==> src/rtl/capture_compare_pwm_unit_regs.svh <==
// Register offsets, field positions, reset values and timing constants in ns
`ifndef CAPTURE_COMPARE_PWM_UNIT_REGS_SVH
`define CAPTURE_COMPARE_PWM_UNIT_REGS_SVH

// Per-channel banks: the channel index 0..6 is added to the base
`define CH_CTRL_BASE 8'h00
`define CH_DATA_LO_BASE 8'h08
`define CH_DATA_HI_BASE 8'h10
`define CH_STEER_BASE 8'h18
`define TSEL_ONE_ADDR 8'h20
`define TSEL_TWO_ADDR 8'h21
`define IRQ_FLAG_ADDR 8'h22
`define PIN_STATE_ADDR 8'h23

// Fields of channel_control
`define CTRL_MODE_LSB 0
`define CTRL_DUTY_LSB 4
`define CTRL_OCFG_LSB 6

// Reset values
`define CTRL_RESET 8'h00
`define TSEL_RESET 8'h00
`define STEER_RESET 4'h0

// Implemented bits of the timer-select registers
`define TSEL_ONE_MASK 8'hD7
`define TSEL_TWO_MASK 8'h17
`define TSEL_TWO_SMALL_MASK 8'h03

// Timing
`define CLK_PERIOD_NS 5
`define DEAD_BAND_NS 50

`endif

==> src/rtl/ccpu_pkg.sv <==
// Types shared by the capture/compare/PWM unit
package ccpu_pkg;

   typedef enum logic [3:0] {
      MODE_OFF = 4'h0,
      MODE_RSVD_1 = 4'h1,
      MODE_CMP_TOGGLE = 4'h2,
      MODE_RSVD_3 = 4'h3,
      MODE_CAP_FALL = 4'h4,
      MODE_CAP_RISE = 4'h5,
      MODE_CAP_RISE4 = 4'h6,
      MODE_CAP_RISE16 = 4'h7,
      MODE_CMP_SET = 4'h8,
      MODE_CMP_CLEAR = 4'h9,
      MODE_CMP_SOFT = 4'hA,
      MODE_CMP_TRIG = 4'hB,
      MODE_PWM_0 = 4'hC,
      MODE_PWM_1 = 4'hD,
      MODE_PWM_2 = 4'hE,
      MODE_PWM_3 = 4'hF
   } channel_mode_t;

   typedef enum logic [1:0] {
      OCFG_SINGLE = 2'b00,
      OCFG_FWD = 2'b01,
      OCFG_HALF = 2'b10,
      OCFG_REV = 2'b11
   } output_config_t;

   typedef logic [2:0] timer_idx_t;

endpackage

==> src/rtl/capture_if.sv <==
// Capture pin and mode from a channel to its edge detector
`timescale 1ns/1ps
interface capture_if;
   import ccpu_pkg::*;
   logic pin;
   channel_mode_t mode;
   logic capture;

   modport host (output pin, output mode, input capture);
   modport edge_side (input pin, input mode, output capture);
endinterface

==> src/rtl/capture_edge_unit.sv <==
// Capture pin synchroniser, edge detector and capture prescaler
`timescale 1ns/1ps
module capture_edge_unit
   import ccpu_pkg::*;
(
   input wire logic i_clk,
   input wire logic i_rst_n,
   capture_if.edge_side cap
);

   logic sync1_reg;
   logic sync2_reg;
   logic last_reg;
   logic [3:0] pre_reg;
   logic sync1_next;
   logic sync2_next;
   logic last_next;
   logic [3:0] pre_next;
   logic rise;
   logic fall;

   ////////////////////////////////////////////////////////////////////////
   always_comb begin
      sync1_next = cap.pin;
      sync2_next = sync1_reg;
      last_next = sync2_reg;
      rise = sync2_reg & ~last_reg;
      fall = ~sync2_reg & last_reg;
      pre_next = pre_reg;
      cap.capture = 1'b0;
      case (cap.mode)
         MODE_CAP_FALL: begin
            cap.capture = fall;
            pre_next = 4'h0;
         end
         MODE_CAP_RISE: begin
            cap.capture = rise;
            pre_next = 4'h0;
         end
         MODE_CAP_RISE4: begin
            if (rise) begin
               cap.capture = (pre_reg[1:0] == 2'b11);
               pre_next = {2'b00, pre_reg[1:0] + 2'b01};
            end
         end
         MODE_CAP_RISE16: begin
            if (rise) begin
               cap.capture = (pre_reg == 4'hF);
               pre_next = pre_reg + 4'h1;
            end
         end
         default: begin
            // Leaving capture clears the prescaler
            pre_next = 4'h0;
         end
      endcase
   end

   always_ff @(posedge i_clk) begin
      if (!i_rst_n) begin
         sync1_reg <= 1'b0;
         sync2_reg <= 1'b0;
         last_reg <= 1'b0;
         pre_reg <= 4'h0;
      end else begin
         sync1_reg <= sync1_next;
         sync2_reg <= sync2_next;
         last_reg <= last_next;
         pre_reg <= pre_next;
      end
   end

endmodule

==> src/rtl/capture_compare_pwm_unit.sv <==
// Seven-channel capture/compare/PWM unit with its register file
`timescale 1ns/1ps
`include "capture_compare_pwm_unit_regs.svh"
module capture_compare_pwm_unit
   import ccpu_pkg::*;
#(
   parameter int NUM_CH = 7,
   parameter bit SMALL_MEMORY = 1'b0,
   parameter int DEAD_CYCLES =
      (`DEAD_BAND_NS + `CLK_PERIOD_NS - 1) / `CLK_PERIOD_NS
) (
   input wire logic i_clk,
   input wire logic i_rst_n,
   input wire logic [7:0] i_addr,
   input wire logic [7:0] i_wdata,
   input wire logic i_wr,
   input wire logic i_rd,
   output logic [7:0] o_rdata,
   input wire logic [7:0][15:0] i_timer_count,
   output logic [7:0] o_timer_reset,
   input wire logic [6:0] i_cap_pin,
   output logic [6:0] o_channel_irq_flag,
   output logic [6:0] o_out_a,
   output logic [6:0] o_out_a_en,
   output logic [6:0] o_out_b,
   output logic [6:0] o_out_b_en,
   output logic [6:0] o_out_c,
   output logic [6:0] o_out_c_en,
   output logic [6:0] o_out_d,
   output logic [6:0] o_out_d_en
);

   if (NUM_CH != 7) begin : g_bad_count
      $error("channel count must be 7");
   end
   if (DEAD_CYCLES < 1 || DEAD_CYCLES > 255) begin : g_bad_dead
      $error("dead band must be 1 to 255 cycles");
   end

   localparam logic [7:0] DEAD_LOAD = 8'(DEAD_CYCLES);
   localparam logic [7:0] TSEL_TWO_MASK =
      SMALL_MEMORY ? `TSEL_TWO_SMALL_MASK : `TSEL_TWO_MASK;

   // Timer pair of a channel: {pwm timer, compare timer}, timer_1 = 0
   function automatic logic [5:0] timer_pair(input int ch,
         input logic [7:0] s1, input logic [7:0] s2);
      timer_idx_t c;
      timer_idx_t p;
      c = 3'd0;
      p = 3'd1;
      case (ch)
         0: begin
            c = (s1[1:0] == 2'b00) ? 3'd0 : 3'd2;
            p = (s1[1:0] == 2'b01) ? 3'd3 :
               (s1[1:0] == 2'b10) ? 3'd5 : 3'd1;
         end
         1: begin
            c = s1[2] ? 3'd4 : 3'd0;
            p = s1[2] ? 3'd3 : 3'd1;
         end
         2: begin
            c = s1[4] ? 3'd4 : 3'd0;
            p = 3'd1;
         end
         3: begin
            c = (s1[7:6] == 2'b00) ? 3'd0 : 3'd4;
            p = {s1[7:6], 1'b1};
         end
         4: begin
            c = (s2[1:0] == 2'b00 || SMALL_MEMORY) ? 3'd0 : 3'd6;
            p = (s2[1:0] == 2'b01) ? 3'd3 :
               (s2[1:0] == 2'b10) ? 3'd5 : 3'd1;
         end
         5: begin
            c = s2[2] ? 3'd6 : 3'd0;
            p = s2[2] ? 3'd3 : 3'd1;
         end
         default: begin
            c = s2[4] ? 3'd6 : 3'd0;
            p = 3'd1;
         end
      endcase
      return {p, c};
   endfunction

   ////////////////////////////////////////////////////////////////////////
   // Register file

   logic [7:0] ctrl_reg [NUM_CH];
   logic [7:0] ctrl_next [NUM_CH];
   logic [3:0] steer_reg [NUM_CH];
   logic [3:0] steer_next [NUM_CH];
   logic [7:0] tsel1_reg;
   logic [7:0] tsel1_next;
   logic [7:0] tsel2_reg;
   logic [7:0] tsel2_next;
   logic [6:0] irq_reg;
   logic [6:0] irq_next;
   logic [7:0] rdata_reg;
   logic [7:0] rdata_next;
   logic [7:0] trst_reg;
   logic [7:0] trst_next;
   logic [6:0] event_w;
   logic [6:0] trig_w;
   logic [2:0] cmp_idx_w [NUM_CH];
   logic [15:0] data_w [NUM_CH];
   logic [3:0] out_w [NUM_CH];
   logic [3:0] en_w [NUM_CH];

   always_comb begin
      tsel1_next = tsel1_reg;
      tsel2_next = tsel2_reg;
      rdata_next = 8'h00;
      trst_next = 8'h00;
      // An event in the clearing cycle survives the clear
      irq_next = irq_reg;
      for (int k = 0; k < NUM_CH; k++) begin
         ctrl_next[k] = ctrl_reg[k];
         steer_next[k] = steer_reg[k];
         if (i_wr && i_addr == 8'(`CH_CTRL_BASE + k)) begin
            ctrl_next[k] = (SMALL_MEMORY && k >= 5) ? `CTRL_RESET
                                                    : i_wdata;
         end
         if (i_wr && i_addr == 8'(`CH_STEER_BASE + k)) begin
            steer_next[k] = i_wdata[3:0];
         end
         if (i_rd && i_addr == 8'(`CH_CTRL_BASE + k)) begin
            rdata_next = ctrl_reg[k];
         end
         if (i_rd && i_addr == 8'(`CH_DATA_LO_BASE + k)) begin
            rdata_next = data_w[k][7:0];
         end
         if (i_rd && i_addr == 8'(`CH_DATA_HI_BASE + k)) begin
            rdata_next = data_w[k][15:8];
         end
         if (i_rd && i_addr == 8'(`CH_STEER_BASE + k)) begin
            rdata_next = {4'h0, steer_reg[k]};
         end
         if (trig_w[k]) begin
            trst_next[cmp_idx_w[k]] = 1'b1;
         end
      end
      if (i_wr && i_addr == `TSEL_ONE_ADDR) begin
         tsel1_next = i_wdata & `TSEL_ONE_MASK;
      end
      if (i_wr && i_addr == `TSEL_TWO_ADDR) begin
         tsel2_next = i_wdata & TSEL_TWO_MASK;
      end
      if (i_wr && i_addr == `IRQ_FLAG_ADDR) begin
         irq_next = irq_reg & ~i_wdata[6:0];
      end
      irq_next = irq_next | event_w;
      if (i_rd) begin
         case (i_addr)
            `TSEL_ONE_ADDR: rdata_next = tsel1_reg;
            `TSEL_TWO_ADDR: rdata_next = tsel2_reg;
            `IRQ_FLAG_ADDR: rdata_next = {1'b0, irq_reg};
            `PIN_STATE_ADDR: rdata_next = {1'b0, o_out_a};
            default: ;
         endcase
      end
   end

   always_ff @(posedge i_clk) begin
      if (!i_rst_n) begin
         for (int k = 0; k < NUM_CH; k++) begin
            ctrl_reg[k] <= `CTRL_RESET;
            steer_reg[k] <= `STEER_RESET;
         end
         tsel1_reg <= `TSEL_RESET;
         tsel2_reg <= `TSEL_RESET;
         irq_reg <= 7'h00;
         rdata_reg <= 8'h00;
         trst_reg <= 8'h00;
      end else begin
         for (int k = 0; k < NUM_CH; k++) begin
            ctrl_reg[k] <= ctrl_next[k];
            steer_reg[k] <= steer_next[k];
         end
         tsel1_reg <= tsel1_next;
         tsel2_reg <= tsel2_next;
         irq_reg <= irq_next;
         rdata_reg <= rdata_next;
         trst_reg <= trst_next;
      end
   end

   assign o_rdata = rdata_reg;
   assign o_timer_reset = trst_reg;
   assign o_channel_irq_flag = irq_reg;

   ////////////////////////////////////////////////////////////////////////
   // Channels

   for (genvar g = 0; g < NUM_CH; g++) begin : g_ch
      channel_mode_t mode;
      output_config_t ocfg;
      timer_idx_t cmp_idx;
      timer_idx_t pwm_idx;
      logic [15:0] cmp_cnt;
      logic [9:0] pwm_cnt;
      logic is_pwm;
      logic is_cmp;
      logic match_now;
      logic match_edge;
      logic [15:0] data_reg;
      logic [15:0] data_next;
      logic pin_reg;
      logic pin_next;
      logic match_prev_reg;
      logic match_prev_next;
      channel_mode_t mode_prev_reg;
      channel_mode_t mode_prev_next;
      logic [9:0] duty_reg;
      logic [9:0] duty_next;
      logic raw_reg;
      logic raw_next;
      logic [7:0] dead_reg;
      logic [7:0] dead_next;
      logic [3:0] out_reg;
      logic [3:0] out_next;
      logic [3:0] en_reg;
      logic [3:0] en_next;
      capture_if cif ();

      assign mode = channel_mode_t'(ctrl_reg[g][`CTRL_MODE_LSB +: 4]);
      assign ocfg = output_config_t'(ctrl_reg[g][`CTRL_OCFG_LSB +: 2]);
      assign {pwm_idx, cmp_idx} = timer_pair(g, tsel1_reg, tsel2_reg);
      // Sharing a timer needs no arbitration: channels read its count and OR their MODE_CMP_TRIG resets
      assign cmp_cnt = i_timer_count[cmp_idx];
      assign pwm_cnt = i_timer_count[pwm_idx][9:0];
      assign is_pwm = (mode[3:2] == 2'b11);
      assign is_cmp = (mode == MODE_CMP_TOGGLE) || (mode == MODE_CMP_SET)
         || (mode == MODE_CMP_CLEAR) || (mode == MODE_CMP_SOFT)
         || (mode == MODE_CMP_TRIG);
      assign match_now = is_cmp && (cmp_cnt == data_reg);
      // A timer that dwells on one value matches only once
      assign match_edge = match_now && !match_prev_reg;
      assign cif.pin = i_cap_pin[g];
      assign cif.mode = mode;
      assign event_w[g] = match_edge || cif.capture;
      assign trig_w[g] = match_edge && (mode == MODE_CMP_TRIG);
      assign cmp_idx_w[g] = cmp_idx;
      assign data_w[g] = data_reg;
      assign out_w[g] = out_reg;
      assign en_w[g] = en_reg;

      capture_edge_unit u_edge (
         .i_clk(i_clk),
         .i_rst_n(i_rst_n),
         .cap(cif.edge_side)
      );

      always_comb begin
         data_next = data_reg;
         pin_next = pin_reg;
         match_prev_next = match_now;
         mode_prev_next = mode;
         duty_next = duty_reg;
         raw_next = 1'b0;
         dead_next = dead_reg;
         out_next = 4'h0;
         en_next = 4'h0;
         if (i_wr && i_addr == 8'(`CH_DATA_LO_BASE + g)) begin
            data_next[7:0] = i_wdata;
         end
         if (i_wr && i_addr == 8'(`CH_DATA_HI_BASE + g)) begin
            data_next[15:8] = i_wdata;
         end
         if (cif.capture) begin
            data_next = cmp_cnt;
         end
         if (mode != mode_prev_reg) begin
            pin_next = (mode == MODE_CMP_CLEAR);
         end else if (match_edge) begin
            case (mode)
               MODE_CMP_TOGGLE: pin_next = ~pin_reg;
               MODE_CMP_SET: pin_next = 1'b1;
               MODE_CMP_CLEAR: pin_next = 1'b0;
               default: ;
            endcase
         end
         if (is_pwm) begin
            // The duty value takes effect at a period start or on entering a PWM mode
            if (pwm_cnt == 10'h000 || !mode_prev_reg[3] ||
                  !mode_prev_reg[2]) begin
               duty_next = {data_reg[7:0],
                  ctrl_reg[g][`CTRL_DUTY_LSB +: 2]};
               data_next[15:8] = data_reg[7:0];
            end
            raw_next = (pwm_cnt < duty_reg);
            if (raw_next != raw_reg) begin
               dead_next = DEAD_LOAD;
            end else if (dead_reg != 8'h00) begin
               dead_next = dead_reg - 8'h01;
            end
            case (ocfg)
               OCFG_SINGLE: begin
                  out_next = {4{raw_reg}};
                  en_next = steer_reg[g];
               end
               OCFG_FWD: begin
                  out_next = {raw_reg, 2'b00, 1'b1};
                  en_next = 4'hF;
               end
               OCFG_HALF: begin
                  out_next[0] = raw_reg && dead_reg == 8'h00;
                  out_next[1] = !raw_reg && dead_reg == 8'h00;
                  en_next = 4'h3;
               end
               OCFG_REV: begin
                  out_next = {2'b01, raw_reg, 1'b0};
                  en_next = 4'hF;
               end
            endcase
         end else begin
            dead_next = 8'h00;
            duty_next = 10'h000;
            out_next = {3'b000, pin_next};
            en_next[0] = (mode == MODE_CMP_TOGGLE) ||
               (mode == MODE_CMP_SET) || (mode == MODE_CMP_CLEAR);
         end
         if (mode == MODE_OFF) begin
            pin_next = 1'b0;
            match_prev_next = 1'b0;
         end
      end

      always_ff @(posedge i_clk) begin
         if (!i_rst_n) begin
            data_reg <= 16'h0000;
            pin_reg <= 1'b0;
            match_prev_reg <= 1'b0;
            mode_prev_reg <= MODE_OFF;
            duty_reg <= 10'h000;
            raw_reg <= 1'b0;
            dead_reg <= 8'h00;
            out_reg <= 4'h0;
            en_reg <= 4'h0;
         end else begin
            data_reg <= data_next;
            pin_reg <= pin_next;
            match_prev_reg <= match_prev_next;
            mode_prev_reg <= mode_prev_next;
            duty_reg <= duty_next;
            raw_reg <= raw_next;
            dead_reg <= dead_next;
            out_reg <= out_next;
            en_reg <= en_next;
         end
      end

      assign o_out_a[g] = out_reg[0];
      assign o_out_b[g] = out_reg[1];
      assign o_out_c[g] = out_reg[2];
      assign o_out_d[g] = out_reg[3];
      assign o_out_a_en[g] = en_reg[0];
      assign o_out_b_en[g] = en_reg[1];
      assign o_out_c_en[g] = en_reg[2];
      assign o_out_d_en[g] = en_reg[3];
   end

endmodule

==> config.mk <==
export PLATFORM = sky130hd
export DESIGN_NAME = capture_compare_pwm_unit
export DESIGN_NICKNAME = d
export VERILOG_FILES = /design/src/rtl/ccpu_pkg.sv /design/src/rtl/capture_if.sv /design/src/rtl/capture_edge_unit.sv /design/src/rtl/capture_compare_pwm_unit.sv
export VERILOG_INCLUDE_DIRS = /design/src /design/src/rtl
export SDC_FILE = /design/constraint.sdc
export NUM_CORES = 2
export LEC_CHECK = 0
export BUFFER_PORTS_ARGS = -buffer_cell sky130_fd_sc_hd__buf_4
export CAP_MARGIN = 15
export CORE_ASPECT_RATIO = 0.9
export CORE_MARGIN = 3
export CORE_UTILIZATION = 43
export DETAILED_ROUTE_END_ITERATION = 8
export RECOVER_POWER = 25
export SLEW_MARGIN = 25
export SYNTH_ARGS = -nofsm -noshare
export SYNTH_HDL_FRONTEND = slang
export SYNTH_SLANG_ARGS = --single-unit
==> constraint.sdc <==
create_clock -name i_clk -period 4.23 [get_ports i_clk]
set_clock_uncertainty 0.15 [all_clocks]
set_input_delay 0.6345 -clock i_clk [delete_from_list [all_inputs] [get_ports i_clk]]
set_output_delay 0.6345 -clock i_clk [all_outputs]
set_load 0.05 [all_outputs]
==> flow_summary.yaml <==
min_path:
  hp-class: "primary input to flip-flop"
  min_from: "i_cap_pin[5]"
  whs_endpoint: "g_ch[5].u_edge.sync1_reg$_SDFF_PN0_"
  hold_depth: 2
die:
  start_util_pct: 43.8
  die_area_sq_um: 73700
  die_x_um: 286
  core-area_sq_um: 69200
  num_rows: 91
  num_io_pins: 234
  die_h_um: 258
detailed_routing:
  dr.pass1.iters: 6
  vias_per_cell: 6.17
  drtIter0Drc: 3823
  vias: 30100
  routed_wl_um: 126000
  postRouteAntennaNets: 0
  wl_per_cell_um: 25.9
  drc: 0
global_routing:
  grt_pass1_vias: 27100
  grt_max_degree: 65
  grtUsageTotal_pct: 32.9
  grt_pass1_wl_um: 183000
  antenna_found_initial: 15
  grt-ovfl-total: 0
sta:
  fin_tns_setup_ns: 0
  fin_crit_ns: 4.02
  setup_viol: 0
  slew_viol_final: 23
  rsz0062_at_grt: "false"
  worstMarginPinSlew_ns: 2.29
  relSlewSlack_pct: -52.6
  post-route-period-util_pct: 95.0
  clock.fmax_mhz: 249
  hold_viol: 0
placed_design:
  dpl.hpwl_um: 91800
  dp_cells: 4768
  place.gp.congestion: 0.991
  portBuffers: 205
setup_path:
  r2r_setup_slack_ns: 0.50
  crit_path_max_incr_delay_ns: 1.59
  crit_path_top_delay_cell: "clkbuf_1"
  worst_r2r_startpoint: "tsel1_reg[6]$_SDFFE_PN0P_"
  criticalPathCategory: "primary input to flip-flop"
  cp-start-kind: "primary input"
  reg2reg_to: "o_timer_reset[0]$_SDFF_PN0_"
  required_ns: 4.54
  worstRegToRegCells: 9
  critical_path.max_fanout: 64
  cp-end-kind: "flip-flop"
  worstPathCellList: "clkbuf_1, inv_6, clkbuf_2, a221oi_1"
  arrival_ns: 4.33
synthesis:
  yosysMostFrequentCell: "dfxtp_1"
  netlist_area_sq_um: 30300
  synth.top_cell.area_share_pct: 33.3
  ys_types: 84
  synth_edf_count: 0
  synth_warnings: 0
  ys_async_sr_fraction_pct: 0
  synthTopCellsByCount: "dfxtp_1, nor2_1, nand2_1, a21oi_1, mux2i_1"
  syn_area_per_cell_sq_um: 8.00
  synth_ff_type: "dfxtp_1"
  ys_seq_area_share_pct: 33.3
  synthCells: 3788
  synth-seq-cells: 505
  synth_top_area_cell: "dfxtp_1"
  synthTopCellsByArea: "dfxtp_1, mux2i_1, nor2_1"
power:
  p_leak_uw: 0.0124
  power_density_nw_per_um2: 320
  ir_drop_mv: 0.341
outcome:
  status: "complete, but fails checks"
  failed_checks: "max-capacitance violations, max-slew violations"
cts:
  cts_sinks: 505
  cts_setup_buffers: 0
  cts_tree: "yes"
  cts_buffers: 57
  clk_latency_ns: 0.63
  cts_resized: 0
  clock_path_buffers: 3
  path_clk_slew_ns: 0.06
  root_buffer: "clkbuf_16"
  postCtsHoldBufs: 0
  htree_levels: 2
cells_and_area:
  drive_gt1_share_pct: 12.7
  final_cells: 4880
  nFillCells: 6913
  area_growth_pct: 14.5
  finalNetCount: 4131
  largest_register_ffs: 112
run:
  max_cap_viol_count: 1
## how the worst max path moves through the flow
stage | startpoint | to | slack, ns
2_1_floorplan | i_timer_count[6] | g_ch[4].out_reg[0]$_SDFF_PN0_ | 0.96
3_3_place_gp | i_addr[3] | o_rdata[7]$_SDFF_PN0_ | 0.57
3_5_place_dp | i_addr[3] | o_rdata[7]$_SDFF_PN0_ | 0.44
4_1_cts | tsel1_reg[6]$_SDFFE_PN0P_ | o_timer_reset[0]$_SDFF_PN0_ | 0.60
5_1_grt | i_rst_n | g_ch[6].data_reg[15]$_SDFF_PN0_ | 0.23
6_report | i_rst_n | g_ch[3].en_reg[0]$_SDFF_PN0_ | 0.21
## metrics by stage
step | setup slack [ns] | hold WS, ns | util [%] | total power, uW | area (sq um)
5_1_grt | 0.233 | 0.0504 | 50.1 | 11400 | 34700
3_5_place_dp | 0.444 | 0.268 | 47.5 | 5780 | 32900
3_3_place_gp | 0.566 | 0.267 | 47.5 | 5770 | 32900
6_report | 0.211 | 0.0625 | 50.1 | 11100 | 34700
2_1_floorplan | 0.960 | 0.262 | - | 5330 | 30300
4_1_cts | 0.604 | 0.0278 | 50.4 | 11100 | 34900
## where the power goes
part           switching [uW]  internal [uW]  total (uW)
Clock                    2160           3240        5390
Sequential               10.7           4770        4780
Combinational             645            293         938
## per-layer routing
| layer | GRT usage, % | up-vias | wire, um |
|---|---|---|---|
| li1 | - | 13800 | - |
| met3 | 9.01 | 288 | 15800 |
| met2 | 47.1 | 1621 | 50900 |
| met5 | 0 | - | 90 |
| met4 | 13.2 | 12 | 5830 |
| met1 | 46.5 | 14400 | 53600 |
## cell type report
type / instances / area [sq um] / share of cell area, %
multi-input combinational: 2897 / 18800 / 54.1
timing repair buffer: 313 / 2180 / 6.28
sequential: 505 / 10100 / 29.1
inverter: 123 / 467 / 1.34
clock inverter: 25 / 365 / 1.05
antenna: 6 / 15.0 / 0.0433
clock buffer: 81 / 1640 / 4.72
tap: 930 / 1160 / 3.35
## critical path, delay by kind of cell
| family | cells | cell delay (ns) |
|---|---|---|
| buffers and inverters | 3 | 3.04 |
| AO/OA/AOI/OAI | 1 | 0.60 |
## cells in the final DEF, fill, tap and decap left out, types with 26 or more instances in the layout
master     Yosys  final
ha_1          79     79
o21ai_0      214    213
a311oi_1      34     34
clkbuf_1     223     61
buf_4          4    263
nand2_1      319    319
xnor2_1      115    115
nor3_1        86     86
clkbuf_16      0     59
or3b_2        26     26
nor2b_1      102    101
xor2_1        52     52
a31oi_1       27     27
mux2_2        69     69
nor2_1       411    410
mux2i_1      234    234
a21oi_1      290    290
a22o_1        31     31
and3_1        40     39
nor4_1        88     88
nand3_1      108    107
inv_1        121    121
nand2b_1      44     44
a211oi_1      79     79
dfxtp_1      505    503
and2_1        67     47
## logic make-up (layout without fill, tap and decap cells)
family	count (synthesis)	count (layout)	synth area share, %
xor gates and xnor gates	167	167	4.82
DFF	505	505	33.3
AOI/OAI and AO/OA	884	884	18.3
other	1	10	0.0124
muxes	315	315	11.2
and+or+nand+nor	1448	1448	24.1
adders and majority gates	79	79	3.26
buffers and inverters	389	542	4.97
Note: power is estimated with default switching activity, not from simulation.
